File: config.mk
export PLATFORM = sky130hd
export DESIGN_NAME = mie_top
export DESIGN_NICKNAME = d
export VERILOG_FILES = /design/src/rtl/mie_status.v /design/src/rtl/mie_top.v
export VERILOG_INCLUDE_DIRS = /design/src /design/src/rtl
export SDC_FILE = /design/constraint.sdc
export NUM_CORES = 1
export LEC_CHECK = 0
export ABC_AREA = 1
export BUFFER_PORTS_ARGS = -buffer_cell sky130_fd_sc_hd__buf_2
export CORE_ASPECT_RATIO = 0.9
export CORE_MARGIN = 1.5
export CORE_UTILIZATION = 54
export CTS_BUF_LIST = sky130_fd_sc_hd__clkbuf_8 sky130_fd_sc_hd__clkbuf_16
export DETAILED_ROUTE_END_ITERATION = 12
export GPL_ROUTABILITY_DRIVEN = 0
export PLACE_DENSITY_LB_ADDON = 0.12
export SYNTH_ARGS = -nofsm -noshare
export SYNTH_HDL_FRONTEND = slang
export SYNTH_SLANG_ARGS = --single-unit
export TNS_END_PERCENT = 20
File: constraint.sdc
create_clock -name core_clk_in -period 2.9 [get_ports core_clk_in]
set_input_delay 0.29 -clock core_clk_in [delete_from_list [all_inputs] [get_ports core_clk_in]]
set_output_delay 0.29 -clock core_clk_in [all_outputs]
set_load 0.05 [all_outputs]
File: src/rtl/mie_regs.vh
`ifndef MIE_REGS_VH
`define MIE_REGS_VH

`define MIE_ADDR_RX_START_DEMAND 32'hb00030a4
`define MIE_ADDR_MAX_RX_FRAME 32'hb00030a8
`define MIE_ADDR_IRQ_ENABLE 32'hb00030ac
`define MIE_ADDR_IRQ_STATUS 32'hb00030b0

`define MIE_MAX_RX_FRAME_RESET 16'h0800
`define MIE_MAX_RX_FRAME_MASK 32'h0000ffff
`define MIE_IRQ_ENABLE_RESET 32'h00000000
`define MIE_IRQ_ENABLE_MASK 32'h01ff4fff
`define MIE_IRQ_STATUS_MASK 32'h01fe4ffe

`define MIE_RX_MASTER_BIT 0
`define MIE_OVERSIZE_BIT 8
`define MIE_TX_MASTER_BIT 16
`define MIE_CRC_ERR_BIT 1
`define MIE_RX_OVERFLOW_BIT 2
`define MIE_FRAME_TOO_LONG_BIT 3
`define MIE_RX_GOOD_BIT 4
`define MIE_ALIGN_ERR_BIT 5
`define MIE_RUNT_FRAME_BIT 6
`define MIE_MISSED_FRAME_BIT 7
`define MIE_DMA_EARLY_NOTICE_BIT 9
`define MIE_RX_DESC_UNAVAIL_BIT 10
`define MIE_RX_BUS_ERR_BIT 11
`define MIE_CTRL_FRAME_RX_BIT 14
`define MIE_TX_UNDERFLOW_BIT 17
`define MIE_TX_COMPLETE_BIT 18
`define MIE_DEFER_EXCEED_BIT 19
`define MIE_NO_CARRIER_BIT 20
`define MIE_TX_ABORT_BIT 21
`define MIE_LATE_COLLISION_BIT 22
`define MIE_TX_DESC_UNAVAIL_BIT 23
`define MIE_TX_BUS_ERR_BIT 24
`define MIE_RX_SOURCES 32'h00004ffe
`define MIE_TX_SOURCES 32'h01fe0000

`endif

File: src/rtl/mie_status.v
`timescale 1ns/100ps
// sticky event flags, cleared by writing one; a set in the clearing cycle wins
module mie_status #(
   parameter WIDTH = 32,
   parameter [WIDTH-1:0] VALID = {WIDTH{1'b1}}
) (
   input wire core_clk_in,
   input wire srst_in,
   input wire [WIDTH-1:0] set_in,
   input wire [WIDTH-1:0] clr_in,
   output wire [WIDTH-1:0] flags_out
);
   reg [WIDTH-1:0] flags_reg;
   wire [WIDTH-1:0] flags_next;

   assign flags_next = ((flags_reg & ~clr_in) | set_in) & VALID;
   assign flags_out = flags_reg;

   always @(posedge core_clk_in)
   begin
      if (srst_in)
      begin
         flags_reg <= {WIDTH{1'b0}};
      end
      else
      begin
         flags_reg <= flags_next;
      end
   end
endmodule // mie_status

File: src/rtl/mie_top.v
`timescale 1ns/100ps
`include "mie_regs.vh"

// Behaviour
// - any write to rx start demand releases a halted rx dma; otherwise ignored
// - 16-bit max rx frame length, writable, resets to 0x0800
// - frame longer than max with oversize enable sets oversize flag, and rx irq when rx master enable bit 0 is set
// - separate rx and tx interrupt outputs
// - tx master enable bit 16 gates every tx interrupt source
// - tx bus error and tx descriptor unavailable raise tx irq when enabled
// - late collision, tx abort, no carrier raise tx irq when enabled
// - defer exceed, tx complete, tx underflow raise tx irq when enabled
// - control frame rx and rx bus error raise rx irq when enabled
// - rx descriptor unavailable, dma early notice, oversize raise rx irq when enabled
// - rx master enable bit 0 gates every rx interrupt source
// - enable bit zero masks its flag, one lets it take part
// - writing one to a status bit clears it; zero leaves it
module mie_top #(
   parameter ADDR_WIDTH = 32,
   parameter LEN_WIDTH = 16
) (
   input wire core_clk_in,
   input wire srst_in,
   input wire [ADDR_WIDTH-1:0] reg_addr_in,
   input wire [31:0] reg_wdata_in,
   input wire reg_wr_in,
   input wire reg_rd_in,
   output reg [31:0] reg_rdata_out,
   input wire [31:0] event_in,
   input wire rx_frame_done_in,
   input wire [LEN_WIDTH-1:0] rx_frame_len_in,
   input wire rx_dma_halted_in,
   output reg rx_restart_out,
   output reg [LEN_WIDTH-1:0] max_rx_frame_len_out,
   output reg rx_irq_out,
   output reg tx_irq_out
);
   reg [LEN_WIDTH-1:0] max_rx_frame_len_reg;
   reg [31:0] irq_enable_reg;
   reg [31:0] rdata_next;
   wire [31:0] irq_status;
   wire [31:0] status_set;
   wire [31:0] status_clr;
   wire oversize;
   wire wr_demand;
   wire wr_len;
   wire wr_en;
   wire wr_stat;
   wire rx_irq_next;
   wire tx_irq_next;
   // named enable fields
   wire rx_master_irq_en;
   wire crc_err_en;
   wire rx_overflow_en;
   wire frame_too_long_en;
   wire rx_good_en;
   wire align_err_en;
   wire runt_frame_en;
   wire missed_frame_en;
   wire oversize_frame_en;
   wire dma_early_notice_en;
   wire rx_desc_unavail_en;
   wire rx_bus_err_en;
   wire ctrl_frame_rx_en;
   wire tx_master_irq_en;
   wire tx_underflow_en;
   wire tx_complete_en;
   wire defer_exceed_en;
   wire no_carrier_en;
   wire tx_abort_en;
   wire late_collision_en;
   wire tx_desc_unavail_en;
   wire tx_bus_err_en;
   // named status flags
   wire crc_err_flag;
   wire rx_overflow_flag;
   wire frame_too_long_flag;
   wire rx_good_flag;
   wire align_err_flag;
   wire runt_frame_flag;
   wire missed_frame_flag;
   wire oversize_frame_flag;
   wire dma_early_notice_flag;
   wire rx_desc_unavail_flag;
   wire rx_bus_err_flag;
   wire ctrl_frame_rx_flag;
   wire tx_underflow_flag;
   wire tx_complete_flag;
   wire defer_exceed_flag;
   wire no_carrier_flag;
   wire tx_abort_flag;
   wire late_collision_flag;
   wire tx_desc_unavail_flag;
   wire tx_bus_err_flag;
   // flag and its own enable both set
   wire crc_err_hit;
   wire rx_overflow_hit;
   wire frame_too_long_hit;
   wire rx_good_hit;
   wire align_err_hit;
   wire runt_frame_hit;
   wire missed_frame_hit;
   wire oversize_frame_hit;
   wire dma_early_notice_hit;
   wire rx_desc_unavail_hit;
   wire rx_bus_err_hit;
   wire ctrl_frame_rx_hit;
   wire tx_underflow_hit;
   wire tx_complete_hit;
   wire defer_exceed_hit;
   wire no_carrier_hit;
   wire tx_abort_hit;
   wire late_collision_hit;
   wire tx_desc_unavail_hit;
   wire tx_bus_err_hit;
   // sources grouped as the interrupt rules group them
   wire tx_dma_pend;
   wire tx_line_pend;
   wire tx_frame_pend;
   wire rx_ctrl_pend;
   wire rx_dma_pend;
   wire rx_frame_pend;

   function hit;
      input [ADDR_WIDTH-1:0] addr;
      input [31:0] target;
      begin
         hit = (addr == target[ADDR_WIDTH-1:0]);
      end
   endfunction

   assign wr_demand = reg_wr_in & hit(reg_addr_in, `MIE_ADDR_RX_START_DEMAND);
   assign wr_len = reg_wr_in & hit(reg_addr_in, `MIE_ADDR_MAX_RX_FRAME);
   assign wr_en = reg_wr_in & hit(reg_addr_in, `MIE_ADDR_IRQ_ENABLE);
   assign wr_stat = reg_wr_in & hit(reg_addr_in, `MIE_ADDR_IRQ_STATUS);

   // length check is strict greater-than; a frame of exactly max is accepted
   assign oversize = rx_frame_done_in & (rx_frame_len_in > max_rx_frame_len_reg)
      & irq_enable_reg[`MIE_OVERSIZE_BIT];

   assign status_set = event_in | ({31'h0, oversize} << `MIE_OVERSIZE_BIT);
   assign status_clr = wr_stat ? reg_wdata_in : 32'h0;

   mie_status #(
      .WIDTH(32),
      .VALID(`MIE_IRQ_STATUS_MASK)
   ) u_status (
      .core_clk_in(core_clk_in),
      .srst_in(srst_in),
      .set_in(status_set),
      .clr_in(status_clr),
      .flags_out(irq_status)
   );

   assign rx_master_irq_en = irq_enable_reg[`MIE_RX_MASTER_BIT];
   assign crc_err_en = irq_enable_reg[`MIE_CRC_ERR_BIT];
   assign rx_overflow_en = irq_enable_reg[`MIE_RX_OVERFLOW_BIT];
   assign frame_too_long_en = irq_enable_reg[`MIE_FRAME_TOO_LONG_BIT];
   assign rx_good_en = irq_enable_reg[`MIE_RX_GOOD_BIT];
   assign align_err_en = irq_enable_reg[`MIE_ALIGN_ERR_BIT];
   assign runt_frame_en = irq_enable_reg[`MIE_RUNT_FRAME_BIT];
   assign missed_frame_en = irq_enable_reg[`MIE_MISSED_FRAME_BIT];
   assign oversize_frame_en = irq_enable_reg[`MIE_OVERSIZE_BIT];
   assign dma_early_notice_en = irq_enable_reg[`MIE_DMA_EARLY_NOTICE_BIT];
   assign rx_desc_unavail_en = irq_enable_reg[`MIE_RX_DESC_UNAVAIL_BIT];
   assign rx_bus_err_en = irq_enable_reg[`MIE_RX_BUS_ERR_BIT];
   assign ctrl_frame_rx_en = irq_enable_reg[`MIE_CTRL_FRAME_RX_BIT];
   assign tx_master_irq_en = irq_enable_reg[`MIE_TX_MASTER_BIT];
   assign tx_underflow_en = irq_enable_reg[`MIE_TX_UNDERFLOW_BIT];
   assign tx_complete_en = irq_enable_reg[`MIE_TX_COMPLETE_BIT];
   assign defer_exceed_en = irq_enable_reg[`MIE_DEFER_EXCEED_BIT];
   assign no_carrier_en = irq_enable_reg[`MIE_NO_CARRIER_BIT];
   assign tx_abort_en = irq_enable_reg[`MIE_TX_ABORT_BIT];
   assign late_collision_en = irq_enable_reg[`MIE_LATE_COLLISION_BIT];
   assign tx_desc_unavail_en = irq_enable_reg[`MIE_TX_DESC_UNAVAIL_BIT];
   assign tx_bus_err_en = irq_enable_reg[`MIE_TX_BUS_ERR_BIT];

   assign crc_err_flag = irq_status[`MIE_CRC_ERR_BIT];
   assign rx_overflow_flag = irq_status[`MIE_RX_OVERFLOW_BIT];
   assign frame_too_long_flag = irq_status[`MIE_FRAME_TOO_LONG_BIT];
   assign rx_good_flag = irq_status[`MIE_RX_GOOD_BIT];
   assign align_err_flag = irq_status[`MIE_ALIGN_ERR_BIT];
   assign runt_frame_flag = irq_status[`MIE_RUNT_FRAME_BIT];
   assign missed_frame_flag = irq_status[`MIE_MISSED_FRAME_BIT];
   assign oversize_frame_flag = irq_status[`MIE_OVERSIZE_BIT];
   assign dma_early_notice_flag = irq_status[`MIE_DMA_EARLY_NOTICE_BIT];
   assign rx_desc_unavail_flag = irq_status[`MIE_RX_DESC_UNAVAIL_BIT];
   assign rx_bus_err_flag = irq_status[`MIE_RX_BUS_ERR_BIT];
   assign ctrl_frame_rx_flag = irq_status[`MIE_CTRL_FRAME_RX_BIT];
   assign tx_underflow_flag = irq_status[`MIE_TX_UNDERFLOW_BIT];
   assign tx_complete_flag = irq_status[`MIE_TX_COMPLETE_BIT];
   assign defer_exceed_flag = irq_status[`MIE_DEFER_EXCEED_BIT];
   assign no_carrier_flag = irq_status[`MIE_NO_CARRIER_BIT];
   assign tx_abort_flag = irq_status[`MIE_TX_ABORT_BIT];
   assign late_collision_flag = irq_status[`MIE_LATE_COLLISION_BIT];
   assign tx_desc_unavail_flag = irq_status[`MIE_TX_DESC_UNAVAIL_BIT];
   assign tx_bus_err_flag = irq_status[`MIE_TX_BUS_ERR_BIT];

   // a masked flag stays readable in status but never reaches an interrupt
   assign crc_err_hit = crc_err_flag & crc_err_en;
   assign rx_overflow_hit = rx_overflow_flag & rx_overflow_en;
   assign frame_too_long_hit = frame_too_long_flag & frame_too_long_en;
   assign rx_good_hit = rx_good_flag & rx_good_en;
   assign align_err_hit = align_err_flag & align_err_en;
   assign runt_frame_hit = runt_frame_flag & runt_frame_en;
   assign missed_frame_hit = missed_frame_flag & missed_frame_en;
   assign oversize_frame_hit = oversize_frame_flag & oversize_frame_en;
   assign dma_early_notice_hit = dma_early_notice_flag & dma_early_notice_en;
   assign rx_desc_unavail_hit = rx_desc_unavail_flag & rx_desc_unavail_en;
   assign rx_bus_err_hit = rx_bus_err_flag & rx_bus_err_en;
   assign ctrl_frame_rx_hit = ctrl_frame_rx_flag & ctrl_frame_rx_en;
   assign tx_underflow_hit = tx_underflow_flag & tx_underflow_en;
   assign tx_complete_hit = tx_complete_flag & tx_complete_en;
   assign defer_exceed_hit = defer_exceed_flag & defer_exceed_en;
   assign no_carrier_hit = no_carrier_flag & no_carrier_en;
   assign tx_abort_hit = tx_abort_flag & tx_abort_en;
   assign late_collision_hit = late_collision_flag & late_collision_en;
   assign tx_desc_unavail_hit = tx_desc_unavail_flag & tx_desc_unavail_en;
   assign tx_bus_err_hit = tx_bus_err_flag & tx_bus_err_en;

   // bits 12, 13 and 15 have no source and never take part
   assign tx_dma_pend = tx_bus_err_hit
      | tx_desc_unavail_hit;
   assign tx_line_pend = late_collision_hit
      | tx_abort_hit
      | no_carrier_hit;
   assign tx_frame_pend = defer_exceed_hit
      | tx_complete_hit
      | tx_underflow_hit;
   assign rx_ctrl_pend = ctrl_frame_rx_hit
      | rx_bus_err_hit;
   assign rx_dma_pend = rx_desc_unavail_hit
      | dma_early_notice_hit
      | oversize_frame_hit;
   assign rx_frame_pend = crc_err_hit
      | rx_overflow_hit
      | frame_too_long_hit
      | rx_good_hit
      | align_err_hit
      | runt_frame_hit
      | missed_frame_hit;

   assign tx_irq_next = tx_master_irq_en
      & (tx_dma_pend | tx_line_pend | tx_frame_pend);
   // rx sources are gated by the rx master enable, not the tx one
   assign rx_irq_next = rx_master_irq_en
      & (rx_ctrl_pend | rx_dma_pend | rx_frame_pend);

   always @*
   begin
      rdata_next = 32'h0;
      if (hit(reg_addr_in, `MIE_ADDR_MAX_RX_FRAME))
      begin
         rdata_next[LEN_WIDTH-1:0] = max_rx_frame_len_reg;
      end
      else if (hit(reg_addr_in, `MIE_ADDR_IRQ_ENABLE))
      begin
         rdata_next = irq_enable_reg;
      end
      else if (hit(reg_addr_in, `MIE_ADDR_IRQ_STATUS))
      begin
         rdata_next = irq_status;
         rdata_next[`MIE_TX_MASTER_BIT] = |(irq_status & `MIE_TX_SOURCES);
         rdata_next[`MIE_RX_MASTER_BIT] = |(irq_status & `MIE_RX_SOURCES);
      end
      else
      begin
         rdata_next = 32'h0;
      end
   end

   always @(posedge core_clk_in)
   begin
      if (srst_in)
      begin
         max_rx_frame_len_reg <= `MIE_MAX_RX_FRAME_RESET;
         irq_enable_reg <= `MIE_IRQ_ENABLE_RESET;
         reg_rdata_out <= 32'h0;
         rx_restart_out <= 1'b0;
         max_rx_frame_len_out <= `MIE_MAX_RX_FRAME_RESET;
         rx_irq_out <= 1'b0;
         tx_irq_out <= 1'b0;
      end
      else
      begin
         if (wr_len)
         begin
            max_rx_frame_len_reg <= reg_wdata_in[LEN_WIDTH-1:0];
         end
         if (wr_en)
         begin
            irq_enable_reg <= reg_wdata_in & `MIE_IRQ_ENABLE_MASK;
         end
         // demand register is write only and reads back zero
         reg_rdata_out <= reg_rd_in ? rdata_next : 32'h0;
         rx_restart_out <= wr_demand & rx_dma_halted_in;
         max_rx_frame_len_out <= max_rx_frame_len_reg;
         rx_irq_out <= rx_irq_next;
         tx_irq_out <= tx_irq_next;
      end
   end
endmodule // mie_top

==> results.md <==
- Clk buf depth: 2
- Final Hold Viols: 0
- Power per cell area: 484 nW/um2
- DRC: 0
- Die Wd: 101 um
- Worst setup margin: 1260 ps
- Fin crit share: 56.5%
- Starting Density: 55.2%
- Max Fclk: 610 MHz
- Post-synthesis register bit count: 102
- Netlist cell types: 34
- Synth area leaders: dfxtp_1, nand2_1, nand3_1, a21oi_1, inv_1
- Final HPWL DP: 8720 um
- Min-Delay Endpoint: max_rx_frame_len_reg[12]$_SDFFE_PP0P_
- Grt total ovfl: 0
- Top cell type's share of synthesized area: 43.6%
- Fin. max-slew vios: 0
- Crit path required time: 3170 ps
- Max cap viols: 0
- Fin Clk Skew: 9.97 ps
- DIE AREA: 9250 um2
- Skew-Pair Late Insertion Delay: 370 ps
- FF-to-FF Start: max_rx_frame_len_reg[7]$_SDFFE_PP0P_
- Actual slew at the worst max-slew pin: 549 ps
- Mapped cell area: 4690 um2
- Setup crit start kind: flip-flop
- Power consumption: 2.71 mW
- FP Rows: 32
- Dpl cells: 854
- DR WL/cell: 13.9 um
- M1 WL: 5270 um
- Core area: 8490 um2
- Main synth FF type: dfxtp_1
- Worst R2R End: u_status.flags_out[8]$_SDFF_PP0_
- Hold_buf cts: 0
- DP Worst Slack: 918 ps
- Crit path max-delay cell type: dfxtp_1
- Post-CTS Setup Bufs: 0
- CTS Root Buffer Type: clkbuf_8
- Worst-path clk slew: 100 ps
- Status: finished clean
- Reg2reg setup slack: 1260 ps
- Total Neg Setup Slack: 0 ps
- CTS Sinks: 102
- Startpoint of the most critical hold path: reg_wdata_in[12]
- Post-route cell area: 5600 um2
- Diodes inserted: 0
- GRT Total Usage: 26.6%
- Critical path peak fanout: 3
- Crit. End Element: flip-flop
- FF+latch area: 2040 um2
- Crit path DAT: 1910 ps
- Multi-input logic area: 2180 um2
- WHS Path Cells: 3
- Met3 wire length: 832 um
- First-pass GRT wire length: 19400 um
- PortBufs: 142
- Top layer in use: met4
- WL met2: 5800 um
- H-tree depth: 3
- CP max stage delay: 350 ps
- Routed wire length: 12000 um
- CTS tree: built
- CTS Buf Count: 9
- Buf+Inv Stages, Crit Path: 2
- Max reg flops: 25
- DRT Pass-1 Iters: 4
- Via density: 5.20
- Tmin final: 1640 ps
- Worst reg2reg path depth: 11
- Critical-path cell list: inv_1 > ha_1 > a21o_1 > nor2_1 > nand2_1 > nand2_1 > nand2_1 > nand2_1 > nand3_1 > nand2_1 > inv_1
- P&R area growth vs syn: 19.5%
- Final setup fails: 0
- Synth warn: 0
- Post-synth EDFFs: 0
- I/O pin count: 169
- Final Util: 66.0%
- P_leak: 2.72 nW
- Cells resized by post-CTS repair: 0
- DR vias: 4516
- Syn Area/Cell: 7.57 um2
- Synth area leader: dfxtp_1
- Cell family with most CP delay: simple AND/OR/NAND/NOR gates
- Cell count after synthesis: 619
- Seq/Total Area, Yosys: 43.6%
- RSZ-0062 raised after global routing: no
- Kind of critical path: flip-flop to flip-flop
- Placed Area: 5370 um2
- VDD IR max: 0.000361 V
- Hold slack final: 118 ps
- Routed Antenna Nets: 0
- Max_slew headroom: 63.4%
- Height of the die: 91.4 um
- Largest net degree at the start of global routing: 53
- WP depth: 11
- Vias in the first global route: 4125
- Final net count: 880
- Fill cells: 804
- Crit-path most repeated cell: nand2_1
- Fin cells: 869
- DRT iter0 DRCs: 257
- HP Class: primary input to flip-flop
- Initial antenna violation count: 0
- Share of cells above drive strength 1: 25.6%
- Async set-reset flop share out of synthesis: 0%
[logic make-up (layout without fill, tap and decap cells)]
| logic type | after synthesis | count (layout) | share of synthesized area, % |
|---|---|---|---|
| buffers and inverters | 102 | 227 | 10.3 |
| AND/OR/NAND/NOR | 283 | 283 | 29.0 |
| flip-flops | 102 | 102 | 43.6 |
| AO/OA/AOI/OAI | 115 | 115 | 12.8 |
| adder cells (fa/ha/maj) | 16 | 16 | 4.27 |
| other | 1 | 7 | 0.0800 |
[Yosys cell counts, drive strengths merged, types with 3 or more instances]
master	number
o21ai	51
dfxtp	102
nor4	3
or2	12
nand3	66
inv	65
nand2	123
nor2	72
clkbuf	10
a21oi	56
ha	16
nand4	5
a221oi	3
buf	27
[routing by layer]
metal,vias to the layer above,track usage [%]
li1,2241,-
met2,173,43.8
met1,2088,35.0
met5,-,0
met3,14,6.93
met4,0,5.44
[power breakdown]
part / internal, mW / switching, mW
Sequential: 1.42 / 0.0214
Combinational: 0.0849 / 0.135
Clock: 0.569 / 0.482
[worst max path at each step]
stage | start | endpoint | slack, ps
after global placement | reg_addr_in[11] | u_status.flags_out[23]$_SDFF_PP0_ | 960
after CTS | reg_addr_in[27] | u_status.flags_out[23]$_SDFF_PP0_ | 1300
after floorplan | reg_addr_in[27] | max_rx_frame_len_reg[10]$_SDFFE_PP0P_ | 1470
final | max_rx_frame_len_reg[7]$_SDFFE_PP0P_ | u_status.flags_out[8]$_SDFF_PP0_ | 1260
after detailed placement | reg_addr_in[27] | u_status.flags_out[23]$_SDFF_PP0_ | 920
after global routing | reg_addr_in[9] | u_status.flags_out[23]$_SDFF_PP0_ | 1090
[cells in the final DEF, fill, tap and decap left out, drive strengths merged]
| cell | instances |
|---|---|
| a31oi | 2 |
| a211oi | 1 |
| ha | 16 |
| dfxtp | 102 |
| or2 | 12 |
| nor3 | 2 |
| bufinv | 3 |
| clkbuf | 9 |
| a21o | 1 |
| o21ai | 51 |
| conb | 7 |
| a22o | 1 |
| a221oi | 3 |
| inv | 67 |
| buf | 147 |
| nand4 | 5 |
| nor4 | 3 |
| nor2 | 72 |
| nand2 | 123 |
| nand3 | 66 |
| a21oi | 56 |
| clkinvlp | 1 |
[final cells by class]
type | instances | share of cell area [%]
clock buffer | 9 | 2.21
multi-input combinational | 421 | 39.0
timing repair buffer | 147 | 13.4
tap | 119 | 2.66
clock inverter | 6 | 1.97
inverter | 65 | 4.36
sequential | 102 | 36.5
[worst register-to-register path: stages, from the launching register on]
cell and delay [ps]:
dfxtp_1 350, inv_1 80, ha_1 300, a21o_1 180
nor2_1 200, nand2_1 80, nand2_1 50, nand2_1 50
nand2_1 60, nand3_1 70, nand2_1 80, inv_1 50
Power figures use the tool's default switching activity.
